$ cat src/logic/lrcr_defs.svh
// Purpose: constants for the lift remote command register bank
// Assumes: 16-bit holding registers, word addressed
// Notes: offsets are register indices
`ifndef LRCR_DEFS_SVH
`define LRCR_DEFS_SVH
// ==========================================
// register offsets
`define LRCR_OFS_SPARE 16'h9c40
`define LRCR_OFS_CALL 16'h9c41
`define LRCR_OFS_UNLOCK 16'h9c42
`define LRCR_OFS_DATE 16'h9c43
`define LRCR_OFS_TIME 16'h9c44
`define LRCR_OFS_DOOR 16'h9c45
`define LRCR_OFS_BLOCK 16'h9c46
`define LRCR_OFS_STANDBY 16'h9c47
`define LRCR_OFS_HALL 16'h9c48
`define LRCR_OFS_HOLD 16'h9c49
`define LRCR_OFS_SERVICE 16'h9c4a
`define LRCR_OFS_LIGHT 16'h9c4b
// ==========================================
// field positions
`define LRCR_FLOOR_LSB 0
`define LRCR_FLOOR_MSB 7
`define LRCR_DOORS_LSB 8
`define LRCR_DOORS_MSB 11
`define LRCR_CTYPE_LSB 12
`define LRCR_CTYPE_MSB 15
`define LRCR_BLK_CAR_BIT 12
`define LRCR_BLK_DIS_BIT 14
`define LRCR_HI_LSB 8
`define LRCR_HI_MSB 15
`define LRCR_LO_LSB 0
`define LRCR_LO_MSB 7
// ==========================================
// value limits and reset values
`define LRCR_CTYPE_MIN 4'h1
`define LRCR_CTYPE_MAX 4'hb
`define LRCR_DOOR_MAX 16'h0008
`define LRCR_LIGHT_MAX 16'h0002
`define LRCR_LIGHT_OFF 16'h0002
`define LRCR_LIGHT_ON 16'h0001
`define LRCR_ONE 16'h0001
`define LRCR_ZERO16 16'h0000
`define LRCR_BLK_RSVD_MASK 16'ha000
// ==========================================
// relock time
`define LRCR_RELOCK_MIN 10
`define LRCR_CLK_HZ 100000000
`define LRCR_RELOCK_CYC (64'd60 * `LRCR_RELOCK_MIN * `LRCR_CLK_HZ)
`endif

$ cat src/logic/lrcr_pkg.sv
// Purpose: types for the lift remote command register bank
// Assumes: used with lrcr_defs.svh
// Notes: none
package lrcr_pkg;
	typedef enum logic [1:0]
	{
		LRCR_LOCKED = 2'h0,
		LRCR_OPEN = 2'h1
	} lrcr_lock_t;
	typedef enum logic [3:0]
	{
		LRCR_CT_NONE = 4'h0,
		LRCR_CT_CAR = 4'h1,
		LRCR_CT_CAR_LO = 4'h2,
		LRCR_CT_CAR_HI = 4'h3,
		LRCR_CT_LAND = 4'h4,
		LRCR_CT_LAND_X = 4'h5,
		LRCR_CT_LAND_LO = 4'h6,
		LRCR_CT_LAND_HI = 4'h7,
		LRCR_CT_UP = 4'h8,
		LRCR_CT_UP_X = 4'h9,
		LRCR_CT_DN = 4'ha,
		LRCR_CT_DN_X = 4'hb
	} lrcr_ctype_t;
endpackage

$ cat src/logic/lrcr_bank.sv
// Purpose: holding register bank for remote lift commands
// Assumes: word-addressed register port, read data one cycle after strobe
// Notes: call, door, block, date, time and light writes pulse a one-cycle strobe; mode flags and unlock give levels
// ==========================================
`timescale 1ns/1ns
`include "lrcr_defs.svh"
module lrcr_bank
#(
	parameter longint RELOCK_CYCLES = `LRCR_RELOCK_CYC
)
(
	input wire logic clk_sys,
	input wire logic rst_b,
	input wire logic [15:0] reg_addr,
	input wire logic [15:0] reg_wdata,
	input wire logic reg_wr,
	input wire logic reg_rd,
	input wire logic doors_closed,
	input wire logic nobody_trapped,
	output logic [15:0] reg_rdata,
	output logic call_valid,
	output logic [7:0] call_floor,
	output logic [3:0] call_doors,
	output lrcr_pkg::lrcr_ctype_t call_type,
	output logic call_is_car,
	output logic [3:0] door_open_press,
	output logic [3:0] door_close_press,
	output logic block_valid,
	output logic [7:0] block_floor,
	output logic [3:0] block_doors,
	output logic block_car_calls,
	output logic block_disable,
	output logic clock_set,
	output logic [7:0] date_month,
	output logic [7:0] date_day,
	output logic [7:0] time_hour,
	output logic [7:0] time_minute,
	output logic clock_unlocked,
	output logic standby_on,
	output logic hall_disabled,
	output logic doors_hold,
	output logic service_on,
	output logic light_auto,
	output logic light_on_pulse,
	output logic light_off_pulse
);
	import lrcr_pkg::*;

	// unlock window counter sized for the whole relock span, ten minutes needs 36 bits
	localparam int CNT_W = (RELOCK_CYCLES > 64'd1) ? $clog2(RELOCK_CYCLES) : 1;
	localparam logic [CNT_W-1:0] RELOCK_LAST = CNT_W'(RELOCK_CYCLES - 64'd1);

	typedef struct packed
	{
		logic [15:0] rdata;
		logic [15:0] call;
		logic call_v;
		logic [3:0] dopen;
		logic [3:0] dclose;
		logic [15:0] door;
		logic [15:0] blk;
		logic blk_v;
		logic [15:0] date;
		logic [15:0] tim;
		logic clk_set;
		lrcr_lock_t lock;
		logic [CNT_W-1:0] cnt;
		logic standby;
		logic hall;
		logic hold;
		logic service;
		logic [15:0] light;
		logic lon;
		logic loff;
		logic car;
		logic lauto;
		logic unl;
	} lrcr_state_t;

	lrcr_state_t s_q;
	lrcr_state_t s_d;

	localparam lrcr_state_t S_RST = '{lock: LRCR_LOCKED, lauto: 1'b1, default: '0};

	// ==========================================
	// next state
	always_comb
	begin
		logic wr_call;
		logic wr_unl;
		logic wr_date;
		logic wr_time;
		logic wr_door;
		logic wr_blk;
		logic [3:0] ct;
		logic [3:0] didx;
		wr_call = reg_wr && reg_addr == `LRCR_OFS_CALL;
		wr_unl = reg_wr && reg_addr == `LRCR_OFS_UNLOCK;
		wr_date = reg_wr && reg_addr == `LRCR_OFS_DATE;
		wr_time = reg_wr && reg_addr == `LRCR_OFS_TIME;
		wr_door = reg_wr && reg_addr == `LRCR_OFS_DOOR;
		wr_blk = reg_wr && reg_addr == `LRCR_OFS_BLOCK;
		ct = reg_wdata[`LRCR_CTYPE_MSB:`LRCR_CTYPE_LSB];
		didx = 4'(reg_wdata - `LRCR_ONE);
		s_d = s_q;
		s_d.call_v = 1'b0;
		s_d.blk_v = 1'b0;
		s_d.clk_set = 1'b0;
		s_d.dopen = 4'h0;
		s_d.dclose = 4'h0;
		s_d.lon = 1'b0;
		s_d.loff = 1'b0;
		// call entry only with a decodable type
		if (wr_call && ct >= `LRCR_CTYPE_MIN && ct <= `LRCR_CTYPE_MAX)
		begin
			s_d.call = reg_wdata;
			s_d.call_v = 1'b1;
			s_d.car = ct <= LRCR_CT_CAR_HI;
		end
		// door buttons, index 0..7 maps to A open, A close, B open ...
		if (wr_door && reg_wdata <= `LRCR_DOOR_MAX)
		begin
			s_d.door = reg_wdata;
			if (reg_wdata != `LRCR_ZERO16)
			begin
				if (didx[0] == 1'b0)
					s_d.dopen[didx[2:1]] = 1'b1;
				else
					s_d.dclose[didx[2:1]] = 1'b1;
			end
		end
		// reserved bits must be clear
		if (wr_blk && (reg_wdata & `LRCR_BLK_RSVD_MASK) == `LRCR_ZERO16)
		begin
			s_d.blk = reg_wdata;
			s_d.blk_v = 1'b1;
		end
		// unlock window
		case (s_q.lock)
			LRCR_LOCKED:
			begin
				s_d.cnt = '0;
			end
			LRCR_OPEN:
			begin
				if (s_q.cnt >= RELOCK_LAST)
					s_d.lock = LRCR_LOCKED;
				else
					s_d.cnt = s_q.cnt + CNT_W'(1);
			end
			default:
			begin
				s_d.lock = LRCR_LOCKED;
			end
		endcase
		if (wr_unl && reg_wdata == `LRCR_ONE)
		begin
			s_d.lock = LRCR_OPEN;
			s_d.cnt = '0;
		end
		s_d.unl = s_d.lock == LRCR_OPEN;
		if (wr_date && s_q.lock == LRCR_OPEN)
		begin
			s_d.date = reg_wdata;
			s_d.clk_set = 1'b1;
		end
		if (wr_time && s_q.lock == LRCR_OPEN)
		begin
			s_d.tim = reg_wdata;
			s_d.clk_set = 1'b1;
		end
		// mode flags accept only 0 and 1
		if (reg_wr && reg_wdata <= `LRCR_ONE)
		begin
			if (reg_addr == `LRCR_OFS_STANDBY)
				s_d.standby = reg_wdata[0];
			if (reg_addr == `LRCR_OFS_HALL)
				s_d.hall = reg_wdata[0];
			if (reg_addr == `LRCR_OFS_HOLD)
				s_d.hold = reg_wdata[0];
			if (reg_addr == `LRCR_OFS_SERVICE)
				s_d.service = reg_wdata[0];
		end
		if (reg_wr && reg_addr == `LRCR_OFS_LIGHT && reg_wdata <= `LRCR_LIGHT_MAX)
		begin
			s_d.light = reg_wdata;
			s_d.lauto = reg_wdata == `LRCR_ZERO16;
			s_d.lon = reg_wdata == `LRCR_LIGHT_ON;
			s_d.loff = reg_wdata == `LRCR_LIGHT_OFF && doors_closed && nobody_trapped;
		end
		// read port; spare slot and unmapped read as zero
		s_d.rdata = `LRCR_ZERO16;
		if (reg_rd)
		begin
			case (reg_addr)
				`LRCR_OFS_CALL: s_d.rdata = s_q.call;
				`LRCR_OFS_UNLOCK: s_d.rdata = {15'h0, s_q.lock == LRCR_OPEN};
				`LRCR_OFS_DATE: s_d.rdata = s_q.date;
				`LRCR_OFS_TIME: s_d.rdata = s_q.tim;
				`LRCR_OFS_DOOR: s_d.rdata = s_q.door;
				`LRCR_OFS_BLOCK: s_d.rdata = s_q.blk;
				`LRCR_OFS_STANDBY: s_d.rdata = {15'h0, s_q.standby};
				`LRCR_OFS_HALL: s_d.rdata = {15'h0, s_q.hall};
				`LRCR_OFS_HOLD: s_d.rdata = {15'h0, s_q.hold};
				`LRCR_OFS_SERVICE: s_d.rdata = {15'h0, s_q.service};
				`LRCR_OFS_LIGHT: s_d.rdata = s_q.light;
				default: s_d.rdata = `LRCR_ZERO16;
			endcase
		end
	end

	// ==========================================
	// state register
	always_ff @(posedge clk_sys or negedge rst_b)
	begin
		if (!rst_b)
			s_q <= S_RST;
		else
			s_q <= s_d;
	end

	// ==========================================
	// outputs
	assign reg_rdata = s_q.rdata;
	assign call_valid = s_q.call_v;
	assign call_floor = s_q.call[`LRCR_FLOOR_MSB:`LRCR_FLOOR_LSB];
	assign call_doors = s_q.call[`LRCR_DOORS_MSB:`LRCR_DOORS_LSB];
	assign call_type = lrcr_ctype_t'(s_q.call[`LRCR_CTYPE_MSB:`LRCR_CTYPE_LSB]);
	assign call_is_car = s_q.car;
	assign door_open_press = s_q.dopen;
	assign door_close_press = s_q.dclose;
	assign block_valid = s_q.blk_v;
	assign block_floor = s_q.blk[`LRCR_FLOOR_MSB:`LRCR_FLOOR_LSB];
	assign block_doors = s_q.blk[`LRCR_DOORS_MSB:`LRCR_DOORS_LSB];
	assign block_car_calls = s_q.blk[`LRCR_BLK_CAR_BIT];
	assign block_disable = s_q.blk[`LRCR_BLK_DIS_BIT];
	assign clock_set = s_q.clk_set;
	assign date_month = s_q.date[`LRCR_HI_MSB:`LRCR_HI_LSB];
	assign date_day = s_q.date[`LRCR_LO_MSB:`LRCR_LO_LSB];
	assign time_hour = s_q.tim[`LRCR_HI_MSB:`LRCR_HI_LSB];
	assign time_minute = s_q.tim[`LRCR_LO_MSB:`LRCR_LO_LSB];
	assign clock_unlocked = s_q.unl;
	assign standby_on = s_q.standby;
	assign hall_disabled = s_q.hall;
	assign doors_hold = s_q.hold;
	assign service_on = s_q.service;
	assign light_auto = s_q.lauto;
	assign light_on_pulse = s_q.lon;
	assign light_off_pulse = s_q.loff;

	// ==========================================
	// checks
	// clock setting and unlock window
	chk_date_locked: assert property (@(posedge clk_sys) disable iff (!rst_b)
		(reg_wr && reg_addr == `LRCR_OFS_DATE && !clock_unlocked) |=> $stable(date_month) && $stable(date_day))
		else $error("date changed while locked");
	chk_time_locked: assert property (@(posedge clk_sys) disable iff (!rst_b)
		(reg_wr && reg_addr == `LRCR_OFS_TIME && !clock_unlocked) |=> $stable(time_hour) && $stable(time_minute))
		else $error("time changed while locked");
	chk_unlock_grant: assert property (@(posedge clk_sys) disable iff (!rst_b)
		(reg_wr && reg_addr == `LRCR_OFS_UNLOCK && reg_wdata == `LRCR_ONE) |=> clock_unlocked)
		else $error("unlock not granted");
	chk_unlock_other: assert property (@(posedge clk_sys) disable iff (!rst_b)
		(reg_wr && reg_addr == `LRCR_OFS_UNLOCK && reg_wdata != `LRCR_ONE && !clock_unlocked) |=> !clock_unlocked)
		else $error("unlock granted by wrong value");
	chk_relock_fall: assert property (@(posedge clk_sys) disable iff (!rst_b)
		$fell(clock_unlocked) |-> $past(s_q.cnt) >= RELOCK_LAST)
		else $error("relocked early");
	chk_relock_due: assert property (@(posedge clk_sys) disable iff (!rst_b)
		(clock_unlocked && s_q.cnt >= RELOCK_LAST && !(reg_wr && reg_addr == `LRCR_OFS_UNLOCK)) |=> !clock_unlocked)
		else $error("unlock window overran");
	chk_date_store: assert property (@(posedge clk_sys) disable iff (!rst_b)
		(reg_wr && reg_addr == `LRCR_OFS_DATE && clock_unlocked) |=> clock_set
			&& {date_month, date_day} == $past(reg_wdata))
		else $error("date not stored");
	chk_time_store: assert property (@(posedge clk_sys) disable iff (!rst_b)
		(reg_wr && reg_addr == `LRCR_OFS_TIME && clock_unlocked) |=> clock_set
			&& {time_hour, time_minute} == $past(reg_wdata))
		else $error("time not stored");
	// call entry
	chk_call_type: assert property (@(posedge clk_sys) disable iff (!rst_b)
		(reg_wr && reg_addr == `LRCR_OFS_CALL && reg_wdata[`LRCR_CTYPE_MSB:`LRCR_CTYPE_LSB] > `LRCR_CTYPE_MAX)
			|=> !call_valid)
		else $error("bad call type accepted");
	chk_call_zero: assert property (@(posedge clk_sys) disable iff (!rst_b)
		(reg_wr && reg_addr == `LRCR_OFS_CALL && reg_wdata[`LRCR_CTYPE_MSB:`LRCR_CTYPE_LSB] == LRCR_CT_NONE)
			|=> !call_valid)
		else $error("call of type zero accepted");
	chk_call_field: assert property (@(posedge clk_sys) disable iff (!rst_b)
		call_valid |-> {call_type, call_doors, call_floor} == $past(reg_wdata))
		else $error("call fields wrong");
	chk_call_car: assert property (@(posedge clk_sys) disable iff (!rst_b)
		call_valid |-> call_is_car == ($past(reg_wdata[`LRCR_CTYPE_MSB:`LRCR_CTYPE_LSB]) <= LRCR_CT_CAR_HI))
		else $error("car call class wrong");
	chk_call_hold: assert property (@(posedge clk_sys) disable iff (!rst_b)
		!call_valid |-> $stable({call_type, call_doors, call_floor, call_is_car}))
		else $error("call fields moved without a call");
	// door buttons
	chk_door_map: assert property (@(posedge clk_sys) disable iff (!rst_b)
		(reg_wr && reg_addr == `LRCR_OFS_DOOR && reg_wdata == 16'h0003) |=> door_open_press == 4'h2)
		else $error("door B open not pressed");
	chk_door_close: assert property (@(posedge clk_sys) disable iff (!rst_b)
		(reg_wr && reg_addr == `LRCR_OFS_DOOR && reg_wdata == 16'h0008) |=> door_close_press == 4'h8)
		else $error("door D close not pressed");
	chk_door_none: assert property (@(posedge clk_sys) disable iff (!rst_b)
		(reg_wr && reg_addr == `LRCR_OFS_DOOR && reg_wdata == `LRCR_ZERO16) |=> {door_open_press, door_close_press} == 8'h00)
		else $error("door pressed on no action");
	chk_door_range: assert property (@(posedge clk_sys) disable iff (!rst_b)
		(reg_wr && reg_addr == `LRCR_OFS_DOOR && reg_wdata > `LRCR_DOOR_MAX) |=> {door_open_press, door_close_press} == 8'h00)
		else $error("door pressed on bad value");
	chk_door_single: assert property (@(posedge clk_sys) disable iff (!rst_b)
		$onehot0({door_open_press, door_close_press}))
		else $error("more than one door button pressed");
	// call blocking
	chk_block_rsvd: assert property (@(posedge clk_sys) disable iff (!rst_b)
		(reg_wr && reg_addr == `LRCR_OFS_BLOCK && (reg_wdata & `LRCR_BLK_RSVD_MASK) != `LRCR_ZERO16) |=> !block_valid)
		else $error("reserved block bit accepted");
	chk_block_fields: assert property (@(posedge clk_sys) disable iff (!rst_b)
		block_valid |-> {block_doors, block_floor} == $past(reg_wdata[`LRCR_DOORS_MSB:`LRCR_FLOOR_LSB]))
		else $error("block floor or doors wrong");
	chk_block_mode: assert property (@(posedge clk_sys) disable iff (!rst_b)
		block_valid |-> block_car_calls == $past(reg_wdata[`LRCR_BLK_CAR_BIT])
			&& block_disable == $past(reg_wdata[`LRCR_BLK_DIS_BIT]))
		else $error("block mode bits wrong");
	// mode flags
	chk_flag_range: assert property (@(posedge clk_sys) disable iff (!rst_b)
		(reg_wr && reg_addr == `LRCR_OFS_SERVICE && reg_wdata > `LRCR_ONE) |=> $stable(service_on))
		else $error("service flag took bad value");
	chk_standby_set: assert property (@(posedge clk_sys) disable iff (!rst_b)
		(reg_wr && reg_addr == `LRCR_OFS_STANDBY && reg_wdata <= `LRCR_ONE) |=> standby_on == $past(reg_wdata[0]))
		else $error("standby flag not taken");
	chk_hall_set: assert property (@(posedge clk_sys) disable iff (!rst_b)
		(reg_wr && reg_addr == `LRCR_OFS_HALL && reg_wdata <= `LRCR_ONE) |=> hall_disabled == $past(reg_wdata[0]))
		else $error("landing control flag not taken");
	chk_hold_set: assert property (@(posedge clk_sys) disable iff (!rst_b)
		(reg_wr && reg_addr == `LRCR_OFS_HOLD && reg_wdata <= `LRCR_ONE) |=> doors_hold == $past(reg_wdata[0]))
		else $error("door hold flag not taken");
	chk_service_set: assert property (@(posedge clk_sys) disable iff (!rst_b)
		(reg_wr && reg_addr == `LRCR_OFS_SERVICE && reg_wdata <= `LRCR_ONE) |=> service_on == $past(reg_wdata[0]))
		else $error("service flag not taken");
	// car light override and spare slot read
	chk_light_safe: assert property (@(posedge clk_sys) disable iff (!rst_b)
		light_off_pulse |-> $past(doors_closed) && $past(nobody_trapped))
		else $error("light off while unsafe");
	chk_light_on: assert property (@(posedge clk_sys) disable iff (!rst_b)
		(reg_wr && reg_addr == `LRCR_OFS_LIGHT && reg_wdata == `LRCR_LIGHT_ON) |=> light_on_pulse && !light_auto)
		else $error("light on not triggered");
	chk_light_auto: assert property (@(posedge clk_sys) disable iff (!rst_b)
		(reg_wr && reg_addr == `LRCR_OFS_LIGHT && reg_wdata == `LRCR_ZERO16)
			|=> light_auto && !light_on_pulse && !light_off_pulse)
		else $error("automatic light mode not restored");
	chk_light_range: assert property (@(posedge clk_sys) disable iff (!rst_b)
		(reg_wr && reg_addr == `LRCR_OFS_LIGHT && reg_wdata > `LRCR_LIGHT_MAX)
			|=> !light_on_pulse && !light_off_pulse && $stable(light_auto))
		else $error("bad light value acted on");
	chk_read_spare: assert property (@(posedge clk_sys) disable iff (!rst_b)
		(reg_rd && reg_addr == `LRCR_OFS_SPARE) |=> reg_rdata == `LRCR_ZERO16)
		else $error("spare slot read not zero");
	cov_clock_set: cover property (@(posedge clk_sys) disable iff (!rst_b) clock_unlocked ##1 clock_set);
	cov_relock: cover property (@(posedge clk_sys) disable iff (!rst_b) $fell(clock_unlocked));
	cov_call: cover property (@(posedge clk_sys) disable iff (!rst_b) call_valid && !call_is_car);
	cov_light_off: cover property (@(posedge clk_sys) disable iff (!rst_b) light_off_pulse);
	cov_door_press: cover property (@(posedge clk_sys) disable iff (!rst_b) door_close_press != 4'h0);
endmodule

$ cat config.mk
export PLATFORM = sky130hd
export DESIGN_NAME = lrcr_bank
export DESIGN_NICKNAME = d
export VERILOG_FILES = /design/src/logic/lrcr_pkg.sv /design/src/logic/lrcr_bank.sv
export VERILOG_INCLUDE_DIRS = /design/src /design/src/logic
export SDC_FILE = /design/constraint.sdc
export NUM_CORES = 1
export LEC_CHECK = 0
export BUFFER_PORTS_ARGS = -buffer_cell sky130_fd_sc_hd__buf_2
export CORE_AREA = 2 2 162 117
export DETAILED_ROUTE_END_ITERATION = 7
export DIE_AREA = 0 0 164 119
export MAX_ROUTING_LAYER = met4
export PLACE_DENSITY = 0.84
export SLEW_MARGIN = 20
export SYNTH_ARGS = -nofsm -noshare
export SYNTH_HDL_FRONTEND = slang
export SYNTH_SLANG_ARGS = --single-unit
$ cat constraint.sdc
create_clock -name clk_sys -period 2.4 [get_ports clk_sys]
set_input_delay 0.24 -clock clk_sys [delete_from_list [all_inputs] [get_ports clk_sys]]
set_output_delay 0.24 -clock clk_sys [all_outputs]
set_load 0.02 [all_outputs]
==> results.tsv <==
metric	value	unit
status	finished, final reports clean	
maxCapViolations	0	
total_leakage_power	5.041	nW
cts_root_buf	clkbuf_16	
slew_viol_final	0	
cp_max_fo	5	
slew_headroom	0.5740	
grt_pass1_wl	40310	µm
htree_num_levels	4	
die-width	164	µm
synth-edff-count	0	
grt_pass1_vias	7347	
overflow	0	
hold_viol_final	0	
crit_end	s_q[55]$_DFFE_PN0P_	
ios	136	
critPathLaunchType	flip-flop	
ys.warnings.count	0	
tightest_slew	0.6389	ns
synth_cells	833	
async_reset_ff_frac	1.000	
fin_crit	2.333	ns
synth_nets	875	
cts_tree	yes	
ir_drop	0.4331	mV
max_clock_freq	428.6	MHz
routed_wl	25630	µm
drt_first_pass_iters	8	
p_per_area	573.9	mW/mm²
die_y	119	µm
vias_per_cell	6.120	
rr_endpoint	s_q[55]$_DFFE_PN0P_	
crit_start	s_q[31]$_DFFE_PN0P_	
hold_path_class	in2reg	
final_cell_area	0.01051	mm²
regToRegSetupSlack	0.07	ns
insertion_delay	0.45	ns
vias	7509	
setup_viol	0	
detail-route-antenna-nets	0	
crit_path_end_kind	flip-flop	
fin_tns_setup	0	ns
crit_arrival	2.65	ns
start_util	0.4751	
synth_ff_type	dfrtp_1	
period_share	0.9720	
ys_types	62	
path_class	reg2reg	
antenna_found_initial	1	
rows	42	
grt_max_degree	66	
drtIter0Drc	840	
dieArea	0.01952	mm²
cts.sinks	170	
globalplace.congestion	0.9863	
reg2reg_depth	6	
wl_per_cell	20.89	µm
grt_use_total	0.2742	
dpl_cell_area	0.009778	mm²
seq_area_frac_synth	0.4912	
syn_area	0.008663	mm²
drcViolationCount	0	
coreArea	0.01824	mm²
syn_avg_cell_area	10.40	µm²
drive_above_1_share	0.3913	
rsz0062_at_grt	true	
fillers	1429	
critPathRequiredTime	2.71	ns
path_clk_slew	0.08	ns
ys_seq_elements	170	
r2r_start	s_q[31]$_DFFE_PN0P_	
clockBufferDepth	2	
num-nets-final	1013	
cts_buffers	17	
io_buffers	135	
area_growth	21.35	%
hpwl	17370	µm
clock_skew	0.009368	ns
[cell usage after synthesis, drive strengths merged, types with 15 or more instances]
master  number  area share
dfrtp      169        0.49
buf         95       0.081
nand2       76       0.033
mux2        69       0.090
a22oi       47       0.041
clkbuf      38       0.016
a31oi       32       0.023
and2        32       0.023
nor2        28       0.012
nand3       26       0.015
nor3        25       0.016
nand4       24       0.017
nor4        20       0.015
o21ai       15      0.0087
or4         15       0.014
[registers in the layout, indices dropped and copies added (netlist names), 8 cells and up]
signal       flops
date_day         8
date_month       8
call_floor       8
time_minute      8
s_q             72
block_floor      8
time_hour        8
reg_rdata       16
[routing by layer]
layer | vias up | track usage | wire length, µm
li1 | 3274 | - | -
met1 | 3749 | 0.3739 | 10510
met2 | 411 | 0.4099 | 11980
met3 | 75 | 0.06270 | 2450
met4 | 0 | 0.08443 | 680
met5 | - | - | 0
[cell usage in the layout, fill, tap and decap left out, types with 6 or more instances in the layout]
cell and instances:
nor3_2 8, or4_1 10, and4_1 6, o211ai_1 12, nor4_1 17, clkbuf_16 17
o21ai_0 11, mux2_2 69, nand4_1 24, nor2_1 27, a31oi_1 32, a21oi_1 6
nand2_1 76, buf_12 6, a22oi_1 47, dfrtp_1 169, and2_1 32, and3_1 10
nor3_1 17, buf_2 134, inv_1 10, or3_1 10, buf_4 110, nand3_1 24
[repair_timing]
item                                    CTS  global route
buffers inserted                          0             2
endpoints found under the hold margin    61             0
pin swaps                                 0             8
endpoints found under the setup margin    8            35
resized for setup                         4            11
hold buffers                              1             0
[where the power goes]
group | switching [mW] | internal (mW)
clock | 1.41 | 1.53
combinational | 0.148 | 0.0731
sequential | 0.00618 | 2.87
[how the worst min path moves through the flow]
stage | from | endpoint | slack [ns] | cells past startpoint
6_report | doors_closed | light_off_pulse$_DFF_PN0_ | 0.08 | 3
4_1_cts | doors_closed | light_off_pulse$_DFF_PN0_ | 0.07 | 3
3_3_place_gp | rst_b | s_q[31]$_DFFE_PN0P_ | 0.27 | 1
2_1_floorplan | rst_b | block_car_calls$_DFFE_PN0P_ | -0.06 | 0
3_5_place_dp | rst_b | s_q[31]$_DFFE_PN0P_ | 0.28 | 1
5_1_grt | doors_closed | light_off_pulse$_DFF_PN0_ | 0.07 | 3
[final cells by class]
| type | instances | area (µm²) | share of cell area |
|---|---|---|---|
| diodes | 1 | 2.502 | 0.0002380 |
| repair buffers | 252 | 1638 | 0.1558 |
| well taps | 242 | 302.8 | 0.02880 |
| flip-flops and latches | 170 | 4255 | 0.4048 |
| inverters | 11 | 41.29 | 0.003928 |
| clock buffers | 17 | 425.4 | 0.04047 |
| multi-input cells | 519 | 3633 | 0.3456 |
| clock inverters | 15 | 214.0 | 0.02035 |
[critical path: stages (launching register included)]
cell	delay (ns)
dfrtp_1	0.41
nand4_1	0.22
or4_4	0.60
or3_4	0.38
o2111a_1	0.25
a311oi_2	0.23
o41ai_1	0.10
[kinds of logic (layout without fill, tap and decap cells)]
family                     count (synthesis)  in the layout  share of synthesized area
and+or+nand+nor                          290            290                     0.1815
DFF                                      170            170                     0.4912
AOI/OAI and AO/OA                        150            150                     0.1241
buffers and inverters                    144            295                     0.1018
muxes                                     72             72                    0.09315
adders and majority gates                  4              4                   0.005777
xor gates and xnor gates                   2              2                   0.002022
other                                      1              2                  0.0004329
[metrics by stage]
stage               setup slack [ns]  hold slack, ns  std cells  total power [mW]  utilization
floorplan                   -0.08244        -0.05559        833             2.985            -
global placement             -0.2700          0.2739       1191             3.138       0.5362
detailed placement           -0.3206          0.2820       1191             3.144       0.5362
CTS                          0.01951         0.06540       1224             6.044       0.5729
global route                -0.02156         0.07082       1227             6.194       0.5765
finish                       0.06709         0.07827       1227             6.033       0.5765
No activity file was read; power rests on OpenSTA's default activity.
